==> src/logic/scmb_map.vh <==
`ifndef SCMB_MAP_VH
`define SCMB_MAP_VH

// Register byte addresses
`define SCMB_ADDR_BUF0 8'h4C
`define SCMB_ADDR_CTL0 8'h4D
`define SCMB_ADDR_MOD0 8'h4E
`define SCMB_ADDR_BUF1 8'h50
`define SCMB_ADDR_CTL1 8'h51
`define SCMB_ADDR_MOD1 8'h52
`define SCMB_ADDR_BRG0 8'h53
`define SCMB_ADDR_BRG1 8'h54
`define SCMB_ADDR_IST 8'h55
`define SCMB_ADDR_IMSK 8'h56

// Mode register fields
`define SCMB_MOD_TB8 7
`define SCMB_MOD_HANDSHAKE_ENABLE 6
`define SCMB_MOD_RXE 5
`define SCMB_MOD_WU 4
`define SCMB_MOD_SM 3:2
`define SCMB_MOD_SC 1:0
`define SCMB_MOD_RST 8'h00

// Transfer modes and clock sources
`define SCMB_SM_IO 2'h0
`define SCMB_SM_U7 2'h1
`define SCMB_SM_U8 2'h2
`define SCMB_SM_U9 2'h3
`define SCMB_SC_TMR 2'h0
`define SCMB_SC_BRG 2'h1
`define SCMB_SC_PHI 2'h2
`define SCMB_SC_EXT 2'h3

// Control register fields
`define SCMB_CTL_RB8 7
`define SCMB_CTL_EVEN 6
`define SCMB_CTL_PE 5
`define SCMB_CTL_OERR 4
`define SCMB_CTL_PERR 3
`define SCMB_CTL_FERR 2
`define SCMB_CTL_SCLKS 1
`define SCMB_CTL_IOC 0
`define SCMB_CTL_RST 8'h00

// Baud generator control fields
`define SCMB_BRG_CK 5:4
`define SCMB_BRG_DIV 3:0
`define SCMB_BRG_RST 6'h00

// Interrupt status bits per channel
`define SCMB_IRQ_BITS 3
`define SCMB_IRQ_RST 6'h00

`endif

==> src/logic/scmb_top.v <==
`timescale 1ns/1ps
`include "scmb_map.vh"
// Overview of operation
// - Two-bit mode picks IO, 7, 8, 9-bit UART
// - UART clock source: timer, baud, phase, pin
// - Wake-up acts only in 9-bit UART mode
// - Handshake bit makes clear-to-send gate sending in UART modes
// - Ninth bit holds parity in 8-bit parity mode
// - Control read clears all error flags together
// - Buffer address: read receive, write transmit
module scmb_top #(
    parameter PRE_WIDTH = 9
) (
    input wire CLK,
    input wire RESET_N,
    input wire [7:0] ADDR,
    input wire [7:0] WDATA,
    input wire WR,
    input wire RD,
    output reg [7:0] RDATA,
    output wire IRQ,
    input wire PRESCALER_RUN,
    input wire TIMER2_TICK,
    input wire [1:0] CTS_N,
    input wire [1:0] SCLK_IN,
    input wire [1:0] RX_VALID,
    input wire [15:0] RX_WORD,
    input wire [1:0] RX_NINTH,
    input wire [1:0] RX_PERR,
    input wire [1:0] RX_FERR,
    input wire [1:0] TX_BUSY,
    output reg [1:0] TX_START,
    output reg [15:0] TX_WORD,
    output reg [1:0] TX_NINTH,
    output reg [1:0] SIO_CLK_EN,
    output wire [3:0] MODE,
    output wire [1:0] RX_ENABLE
);

    reg [PRE_WIDTH-1:0] pre_cnt;
    reg phi1;
    reg [5:0] ist;
    reg [5:0] msk;
    wire [5:0] evt;

    // Prescaler tap tick, shared by both baud generators
    function tap_hit;
        input [PRE_WIDTH-1:0] c;
        input [1:0] sel;
        begin
            case (sel)
                2'h0: tap_hit = &c[1:0];
                2'h1: tap_hit = &c[3:0];
                2'h2: tap_hit = &c[5:0];
                default: tap_hit = &c[7:0];
            endcase
        end
    endfunction

    // Prescaler only counts while its run control is set
    always @(posedge CLK or negedge RESET_N) begin
        if (!RESET_N) begin
            pre_cnt <= {PRE_WIDTH{1'h0}};
            phi1 <= 1'h0;
        end else begin
            phi1 <= ~phi1;
            if (PRESCALER_RUN) begin
                pre_cnt <= pre_cnt + {{(PRE_WIDTH-1){1'h0}}, 1'h1};
            end
        end
    end

    genvar i;
    generate
        for (i = 0; i < 2; i = i + 1) begin : ch
            localparam [7:0] A_BUF = (i == 0) ? `SCMB_ADDR_BUF0 :
                `SCMB_ADDR_BUF1;
            localparam [7:0] A_CTL = (i == 0) ? `SCMB_ADDR_CTL0 :
                `SCMB_ADDR_CTL1;
            localparam [7:0] A_MOD = (i == 0) ? `SCMB_ADDR_MOD0 :
                `SCMB_ADDR_MOD1;
            localparam [7:0] A_BRG = (i == 0) ? `SCMB_ADDR_BRG0 :
                `SCMB_ADDR_BRG1;

            reg [7:0] mode;
            reg [7:0] ctrl;
            reg [5:0] brg;
            reg [7:0] rx_buf;
            reg rx_full;
            reg [7:0] tx_buf;
            reg tx_pend;
            reg [2:0] cts_s;
            reg cts_st;
            reg [2:0] sclk_s;
            reg sclk_st;
            reg [3:0] bcnt;
            reg bpulse;
            reg half;
            reg next_sio;

            wire wr_buf = WR && (ADDR == A_BUF);
            wire wr_ctl = WR && (ADDR == A_CTL);
            wire wr_mod = WR && (ADDR == A_MOD);
            wire wr_brg = WR && (ADDR == A_BRG);
            wire rd_buf = RD && (ADDR == A_BUF);
            wire rd_ctl = RD && (ADDR == A_CTL);
            wire [1:0] sm = mode[`SCMB_MOD_SM];
            wire uart = (sm != `SCMB_SM_IO);
            // Pin edge counts once the two later stages agree
            wire sclk_rise = (sclk_s[2] == sclk_s[1]) && sclk_s[2] &&
                !sclk_st;
            wire tap = PRESCALER_RUN && tap_hit(pre_cnt, brg[`SCMB_BRG_CK]);
            // Handshake only applies in UART modes
            wire cts_ok = !mode[`SCMB_MOD_HANDSHAKE_ENABLE] || !uart || !cts_st;
            wire start = tx_pend && !TX_BUSY[i] && cts_ok;
            // Wake-up filter ignored outside 9-bit mode
            wire wake = mode[`SCMB_MOD_WU] && (sm == `SCMB_SM_U9);
            wire accept = RX_VALID[i] && mode[`SCMB_MOD_RXE] &&
                !(wake && !RX_NINTH[i]);
            wire ovr = accept && rx_full && !rd_buf;
            wire pe = ctrl[`SCMB_CTL_PE];
            wire par8 = ^tx_buf ^ ~ctrl[`SCMB_CTL_EVEN];
            wire par7 = ^tx_buf[6:0] ^ ~ctrl[`SCMB_CTL_EVEN];
            wire set_p = accept && !ovr && RX_PERR[i];
            wire set_f = accept && !ovr && RX_FERR[i];

            assign evt[3*i +: 3] = {ovr | set_p | set_f, start,
                accept & ~ovr};
            assign MODE[2*i +: 2] = sm;
            assign RX_ENABLE[i] = mode[`SCMB_MOD_RXE];

            // Three-stage pin synchronisers; stage 0 feeds stage 1 only
            always @(posedge CLK or negedge RESET_N) begin
                if (!RESET_N) begin
                    cts_s <= 3'h7;
                    cts_st <= 1'h1;
                    sclk_s <= 3'h0;
                    sclk_st <= 1'h0;
                end else begin
                    cts_s <= {cts_s[1:0], CTS_N[i]};
                    sclk_s <= {sclk_s[1:0], SCLK_IN[i]};
                    if (cts_s[2] == cts_s[1]) begin
                        cts_st <= cts_s[2];
                    end
                    if (sclk_s[2] == sclk_s[1]) begin
                        sclk_st <= sclk_s[2];
                    end
                end
            end

            // Baud generator; a divide field of zero gives sixteen
            always @(posedge CLK or negedge RESET_N) begin
                if (!RESET_N) begin
                    bcnt <= 4'h0;
                    bpulse <= 1'h0;
                    half <= 1'h0;
                end else begin
                    bpulse <= 1'h0;
                    if (tap) begin
                        if (bcnt == (brg[`SCMB_BRG_DIV] - 4'h1)) begin
                            bcnt <= 4'h0;
                            bpulse <= 1'h1;
                        end else begin
                            bcnt <= bcnt + 4'h1;
                        end
                    end
                    if (bpulse) begin
                        half <= ~half;
                    end
                end
            end

            // Bit clock source select
            always @* begin
                next_sio = 1'h0;
                if (!uart) begin
                    next_sio = ctrl[`SCMB_CTL_IOC] ? sclk_rise :
                        (bpulse && half);
                end else begin
                    case (mode[`SCMB_MOD_SC])
                        `SCMB_SC_TMR: next_sio = TIMER2_TICK;
                        `SCMB_SC_BRG: next_sio = bpulse;
                        `SCMB_SC_PHI: next_sio = phi1;
                        `SCMB_SC_EXT: next_sio = sclk_rise;
                        default: next_sio = 1'h0;
                    endcase
                end
            end

            // Mode, control and baud registers
            always @(posedge CLK or negedge RESET_N) begin
                if (!RESET_N) begin
                    mode <= `SCMB_MOD_RST;
                    ctrl <= `SCMB_CTL_RST;
                    brg <= `SCMB_BRG_RST;
                end else begin
                    if (wr_mod) begin
                        mode <= WDATA;
                    end else if (start && pe && sm == `SCMB_SM_U8) begin
                        mode[`SCMB_MOD_TB8] <= par8;
                    end
                    if (wr_brg) begin
                        brg <= WDATA[5:0];
                    end
                    if (wr_ctl) begin
                        ctrl[`SCMB_CTL_EVEN] <= WDATA[`SCMB_CTL_EVEN];
                        ctrl[`SCMB_CTL_PE] <= WDATA[`SCMB_CTL_PE];
                        ctrl[`SCMB_CTL_SCLKS] <= WDATA[`SCMB_CTL_SCLKS];
                        ctrl[`SCMB_CTL_IOC] <= WDATA[`SCMB_CTL_IOC];
                    end
                    // A read clears all three error flags; a new error still lands
                    ctrl[`SCMB_CTL_OERR] <= (ctrl[`SCMB_CTL_OERR] &
                        ~rd_ctl) | ovr;
                    ctrl[`SCMB_CTL_PERR] <= (ctrl[`SCMB_CTL_PERR] &
                        ~rd_ctl) | set_p;
                    ctrl[`SCMB_CTL_FERR] <= (ctrl[`SCMB_CTL_FERR] &
                        ~rd_ctl) | set_f;
                    if (accept && !ovr) begin
                        ctrl[`SCMB_CTL_RB8] <= RX_NINTH[i];
                    end
                end
            end

            // Receive and transmit buffers behind one address
            always @(posedge CLK or negedge RESET_N) begin
                if (!RESET_N) begin
                    rx_buf <= 8'h00;
                    rx_full <= 1'h0;
                    tx_buf <= 8'h00;
                    tx_pend <= 1'h0;
                    TX_START[i] <= 1'h0;
                    TX_WORD[8*i +: 8] <= 8'h00;
                    TX_NINTH[i] <= 1'h0;
                    SIO_CLK_EN[i] <= 1'h0;
                end else begin
                    SIO_CLK_EN[i] <= next_sio;
                    TX_START[i] <= start;
                    // Overrun drops the new word, old one is kept
                    if (accept && !ovr) begin
                        rx_buf <= RX_WORD[8*i +: 8];
                        rx_full <= 1'h1;
                    end else if (rd_buf) begin
                        rx_full <= 1'h0;
                    end
                    if (wr_buf) begin
                        tx_buf <= WDATA;
                        tx_pend <= 1'h1;
                    end else if (start) begin
                        tx_pend <= 1'h0;
                    end
                    if (start) begin
                        TX_WORD[8*i +: 8] <= tx_buf;
                        if (pe && sm == `SCMB_SM_U7) begin
                            TX_WORD[8*i+7] <= par7;
                        end
                        TX_NINTH[i] <= (pe && sm == `SCMB_SM_U8) ?
                            par8 : mode[`SCMB_MOD_TB8];
                    end
                end
            end
        end
    endgenerate

    // Interrupt status, write one to clear; set wins over clear
    always @(posedge CLK or negedge RESET_N) begin
        if (!RESET_N) begin
            ist <= `SCMB_IRQ_RST;
            msk <= `SCMB_IRQ_RST;
        end else begin
            if (WR && ADDR == `SCMB_ADDR_IMSK) begin
                msk <= WDATA[5:0];
            end
            if (WR && ADDR == `SCMB_ADDR_IST) begin
                ist <= (ist & ~WDATA[5:0]) | evt;
            end else begin
                ist <= ist | evt;
            end
        end
    end

    assign IRQ = |(ist & msk);

    // Read data valid only in the cycle after the strobe
    always @(posedge CLK or negedge RESET_N) begin
        if (!RESET_N) begin
            RDATA <= 8'h00;
        end else if (!RD) begin
            RDATA <= 8'h00;
        end else begin
            case (ADDR)
                `SCMB_ADDR_BUF0: RDATA <= ch[0].rx_buf;
                `SCMB_ADDR_CTL0: RDATA <= ch[0].ctrl;
                `SCMB_ADDR_MOD0: RDATA <= ch[0].mode;
                `SCMB_ADDR_BUF1: RDATA <= ch[1].rx_buf;
                `SCMB_ADDR_CTL1: RDATA <= ch[1].ctrl;
                `SCMB_ADDR_MOD1: RDATA <= ch[1].mode;
                `SCMB_ADDR_BRG0: RDATA <= {2'h0, ch[0].brg};
                `SCMB_ADDR_BRG1: RDATA <= {2'h0, ch[1].brg};
                `SCMB_ADDR_IST: RDATA <= {2'h0, ist};
                `SCMB_ADDR_IMSK: RDATA <= {2'h0, msk};
                default: RDATA <= 8'h00;
            endcase
        end
    end

endmodule // scmb_top

==> config.mk <==
export PLATFORM = sky130hd
export DESIGN_NAME = scmb_top
export DESIGN_NICKNAME = d
export VERILOG_FILES = /design/src/logic/scmb_top.v
export VERILOG_INCLUDE_DIRS = /design/src /design/src/logic
export SDC_FILE = /design/constraint.sdc
export NUM_CORES = 1
export LEC_CHECK = 0
export BUFFER_PORTS_ARGS = -buffer_cell sky130_fd_sc_hd__buf_2
export CAP_MARGIN = 15
export CORE_AREA = 2 2 148 150
export CTS_CLUSTER_SIZE = 24
export DETAILED_ROUTE_END_ITERATION = 6
export DIE_AREA = 0 0 150 152
export GPL_ROUTABILITY_DRIVEN = 1
export PLACE_DENSITY_LB_ADDON = 0.12
export SETUP_SLACK_MARGIN = 0.4
export SKIP_LAST_GASP = 1
export SYNTH_ARGS = -nofsm -noshare
export SYNTH_HDL_FRONTEND = slang
export SYNTH_SLANG_ARGS = --single-unit
==> constraint.sdc <==
create_clock -name CLK -period 2.4 [get_ports CLK]
set_input_delay 0.48 -clock CLK [delete_from_list [all_inputs] [get_ports CLK]]
set_output_delay 0.48 -clock CLK [all_outputs]
set_load 0.01 [all_outputs]
# Word level (Yosys, flattened, before mapping)
# Index checks and enable logic that the tools add are counted.
# totals
reg_bits	160
latchBits	0
mem_bits_rw	0
mem_bits_ro	0
inputBits	52
wordCells	248
mem_count	0
# op_classes
add_sub_neg	5
multipliers	0
div	0
n_lt_le_gt_ge	0
eq_ne	32
n_shift	0
muxes	33
n_bitwise	36
n_reduce_logical	95
# ops
operator	count
equality test 8 x 7 -> 1 bit (second input constant)	10
one-hot mux 8 bit (10 select lines)	1
logical AND 1 bit	52
2-to-1 mux 1 bit	24
equality test 2 bit (second input constant)	10
logical NOT 1 bit	18
nonzero test 2 bit	8
XOR reduction 8 bit	2
XOR reduction 7 bit	2
AND 6 bit	2
equality test 2 x 1 -> 1 bit (second input constant)	6
OR 6 bit	2
OR 1 bit	10
adder 9 x 1 -> 9 bit (second input constant)	1
inverter 1 bit	9
adder 4 x 1 -> 4 bit (second input constant)	2
AND 1 bit	8
equality test 4 bit	2
logical NOT 2 bit	4
2-to-1 mux 4 bit	2
2-to-1 mux 8 bit	1
one-hot mux 1 bit (4 select lines)	2
AND reduction 8 bit	1
subtractor 4 x 1 -> 4 bit (second input constant)	2
10 further kinds	20

# Depth between registers and ports, before layout
# depth
ltp_word	14
depth_mapped	7
mapped_depth_nobuf	7

# Worst setup path after synthesis
# Ideal clock, no wire load.
# synth_path
kind	input port to flip-flop
start	input ADDR[5]
end	register ch[1].ctrl[7]
setup_ns	0.125
arrival_ns	2.223
t_required_ns	2.275
path_slack_ns	0.052
cell_stages	6
path_buffers	1
path_cell_list	or3b_4 -> or3b_4 -> o31ai_2 -> and2_2 -> buf_6 -> mux2_2
# synth_via
elab_chain_cells	6
# synth_lines
element	line	source
from (decl)	scmb_top.v:16	input wire [7:0] ADDR,
equality test 8 x 7 -> 1 bit	scmb_top.v:105	wire rd_buf = RD && (ADDR == A_BUF);
logical AND 1 bit	scmb_top.v:105	
logical NOT 1 bit	scmb_top.v:120	wire ovr = accept && rx_full && !rd_buf;
logical AND 1 bit	scmb_top.v:120	
logical NOT 1 bit	scmb_top.v:218	if (accept && !ovr) begin
logical AND 1 bit	scmb_top.v:218	
to (signal, indexed assignment)	scmb_top.v:214	ctrl[`SCMB_CTL_PERR] <= (ctrl[`SCMB_CTL_PERR] &
to (signal, indexed assignment)	scmb_top.v:216	ctrl[`SCMB_CTL_FERR] <= (ctrl[`SCMB_CTL_FERR] &
to (signal, indexed assignment)	scmb_top.v:219	ctrl[`SCMB_CTL_RB8] <= RX_NINTH[i];
to (decl)	scmb_top.v:86	reg [7:0] ctrl;
# No other way between the ends.
# A chain may end at the register's enable or synchronous reset.

# Final worst setup path
# layout_path
start	input ADDR[5]
end	register ch[1].mode[4]
# layout_via
elab_chain_cells	2
# layout_lines
element	line	source
equality test 8 x 7 -> 1 bit	scmb_top.v:103	wire wr_mod = WR && (ADDR == A_MOD);
logical AND 1 bit	scmb_top.v:103	
to (signal assigned)	scmb_top.v:193	mode <= `SCMB_MOD_RST;
to (signal, indexed assignment)	scmb_top.v:200	mode[`SCMB_MOD_TB8] <= par8;
to (decl)	scmb_top.v:85	reg [7:0] mode;
# No other way between the ends.

==> flow_summary.ini <==
[run_status]
outcome = complete, no violations

[cells_and_area]
antenna_cells = 0
postLayoutCellArea_um2 = 8840
final_nets = 750
syn_to_final_growth_pct = 21.4
drive_above_1_share_pct = 39.6

[logic_synthesis]
syn_area_um2 = 7280
yosys_warnings = 0
mappedNetlistNets = 635
synth_cell_type_count = 54
async_reset_ff_share_pct = 100
ys_seq_elements = 159
synth-edff-count = 0
synthCells = 576
yosysSeqAreaShare_pct = 54.8
synth_ff_type = dfrtp_1
syn_avg_cell_area_um2 = 12.6

[die]
row_count = 54
die_height_um = 152
initial_core_util_pct = 34.1
dieArea_um2 = 22800
pin_count = 89
die_w_um = 150
core_um2 = 21400

[timing]
layout_min_cycle_time_ps = 1990
hold_viol_final = 0
fmax_mhz = 502
fin_skew_ps = 13.2
period_share_pct = 83.1
rsz0062_at_grt = true
final-setup-viol-count = 0
worst_pin_slew_ps = 553
slew_headroom_pct = 63.1
fin_ws_ps = 406
slew_violations = 0

[place]
hpwl_mm = 13.4
placed_area_um2 = 8230
pre_cts_ws_ps = -101
port_buffers = 88
gp_congestion = 0.812

[pwr]
clkPwrFrac_pct = 35.8
p_total_w = 0.00714
p_switching_w = 0.00195
p_sw_share_pct = 27.3
internal-power_w = 0.00519
power_frac_comb_pct = 16.3
seqPwrFrac_pct = 47.9
ir_drop_v = 0.000545
total_leakage_power_nw = 4.24
p_per_area_nw_per_um2 = 807

[worst_setup_path]
crit_fanout = 8
arrival_ps = 2290
critPathRequiredTime_ps = 2700
cp-start-kind = input port
worst_setup_path_end_kind = register
worstSetupPathType = input port to register

[cts]
cts_tree = yes
holdBufCountCts = 0
clk_pin_slew_worst_paths_ps = 60
clk_latency_ps = 420
htreeDepth = 4
clock_path_buffers = 2
cts-buffers-inserted = 17
cts.sinks = 159
cts.root.buffer_cell = clkbuf_16

[hold_path]
hp-class = input port to asynchronous set/reset pin

[route]
wl_mm = 18.6
antenna_left = 0
drc = 0
wl_per_cell_um = 18.9
via_per_inst = 4.99
drtPass1Iterations = 4
first_iter_violations = 273
vias = 4911

[global_routing]
grt_pass1_vias = 5234
antenna_found_initial = 0
gr-total-overflow = 0
grt_pass1_wl_mm = 29.2
grt_use_total_pct = 17.0
grt_max_degree = 57

[job]
cap_violations = 0
[registers in the layout (all words and copies together) (netlist names), 8 cells and up]
signal	count
ch.ctrl	16
ch.rx_buf	16
ch.tx_buf	16
RDATA	8
ch.bcnt	8
TX_WORD	16
pre_cnt	8
ch.mode	16
ch.brg	12
[worst paths after layout]
| path | slack, ps | start | end | depth (start not counted) |
|---|---|---|---|---|
| setup / recovery | 410 | ADDR[5] | ch[1].mode[4] | 7 |
| hold / removal | 20 | RESET_N | TX_WORD[2] | 1 |
| setup reg to reg | 480 | ch[1].tx_buf[2] | ch[1].mode[7] | 5 |
| hold reg to reg | 350 | ch[1].sclk_s[0] | ch[1].sclk_s[1] | 0 |
| max in group asynchronous | 1680 | RESET_N | pre_cnt[4] | 2 |
| min in group CLK | 150 | CTS_N[1] | ch[1].cts_s[0] | 1 |
[final cells by class]
type / count / area [um2]
Clock buffer: 22 / 464
Clock inverter: 10 / 87.6
Timing Repair Buffer: 119 / 717
Sequential cell: 159 / 3990
Fill cell: 2074 / 12500
Multi-Input combinational cell: 385 / 3200
Inverter: 9 / 33.8
Tap cell: 280 / 350
[critical path: stages]
cell     delay (ps)
buf_2           100
or3b_4          400
or3b_4          420
nor3b_4         210
buf_4           190
nand2_2         170
mux2_2          320
[cell usage after synthesis (2+ instances only)]
master,count,area [um2]
a211oi_1,6,45.0
a21o_1,6,45.0
a21oi_1,13,65.1
a221o_1,2,20.0
a22o_1,9,78.8
a22oi_1,5,37.5
a31oi_1,4,25.0
and3_1,4,25.0
buf_1,6,22.5
buf_2,3,15.0
buf_4,6,45.0
clkbuf_1,8,30.0
dfrtp_1,151,3780
dfstp_2,8,210
ha_1,7,87.6
inv_1,9,33.8
maj3_1,2,20.0
mux2_2,97,1090
mux2i_1,18,180
mux4_2,6,135
nand2_1,53,199
nand2_2,2,12.5
nand3_1,13,65.1
nand3b_1,4,30.0
nand4_1,2,12.5
nand4b_1,3,26.3
nor2_1,21,78.8
nor2b_1,12,75.1
nor3_1,5,25.0
nor3_4,2,32.5
nor4_1,3,18.8
o211ai_1,8,60.1
o21a_1,2,15.0
o21ai_0,18,90.1
o21bai_1,2,15.0
o22ai_1,2,12.5
o2bb2ai_1,2,17.5
or3b_4,2,22.5
xnor2_1,27,236
xnor3_1,2,45.0
xor2_1,8,70.1
[layer usage]
metal / track usage, % / routed length, um
met5: 0 / 0
met4: 6.29 / 479
met3: 3.63 / 683
met2: 27.0 / 9050
met1: 22.8 / 8330
[cells by family (layout without fill, tap and decap cells)]
logic type      Yosys count  in the layout  share of synthesized area (%)
simple gates            133            134                           9.56
xor+xnor                 37             37                           4.83
flops                   159            159                           54.8
buf+inv                  33            160                           2.17
compound gates           84             84                           7.84
fa+ha+maj                 9              9                           1.48
mux                     121            121                           19.3
[cell usage in the layout, fill, tap and decap left out, types with 7 or more instances in the layout]
| master | n |
|---|---|
| xor2_1 | 8 |
| clkbuf_16 | 17 |
| mux2i_1 | 18 |
| inv_1 | 9 |
| nand2_1 | 52 |
| nor2_1 | 20 |
| buf_4 | 28 |
| buf_2 | 87 |
| mux2_2 | 97 |
| a22o_1 | 9 |
| a21oi_1 | 13 |
| o211ai_1 | 8 |
| dfstp_2 | 8 |
| xnor2_1 | 26 |
| nand3_1 | 13 |
| ha_1 | 7 |
| o21ai_0 | 17 |
| nor2b_1 | 12 |
| dfrtp_1 | 151 |
[metrics by stage]
stage / utilization [%] / cells / hold WS [ps] / setup TNS, ps
final: 41.4 / 984 / 22.1 / 0
after global routing: 41.4 / 984 / 50.8 / 0
after CTS: 41.3 / 984 / 34.3 / 0
after detailed placement: 38.5 / 950 / 335 / -892
after global placement: 38.5 / 950 / 333 / -323
after floorplan: - / 576 / 184 / 0
[what timing repair did]
item	in CTS	in global routing
gates cloned	1	0
setup buffers	1	0
pin swaps	2	1
endpoints found under the setup margin	8	29
gates resized for setup	3	7
[power by group through the flow]
stage / registers, W / logic, W / clock network, W
finish: 0.00342 / 0.00116 / 0.00256
detailed placement: 0.00347 / 0.00116 / 0
global route: 0.00348 / 0.00130 / 0.00276
floorplan: 0.00337 / 0.000797 / 0
global placement: 0.00346 / 0.00112 / 0
CTS: 0.00342 / 0.00117 / 0.00264
(Power assumes the default switching activity.)
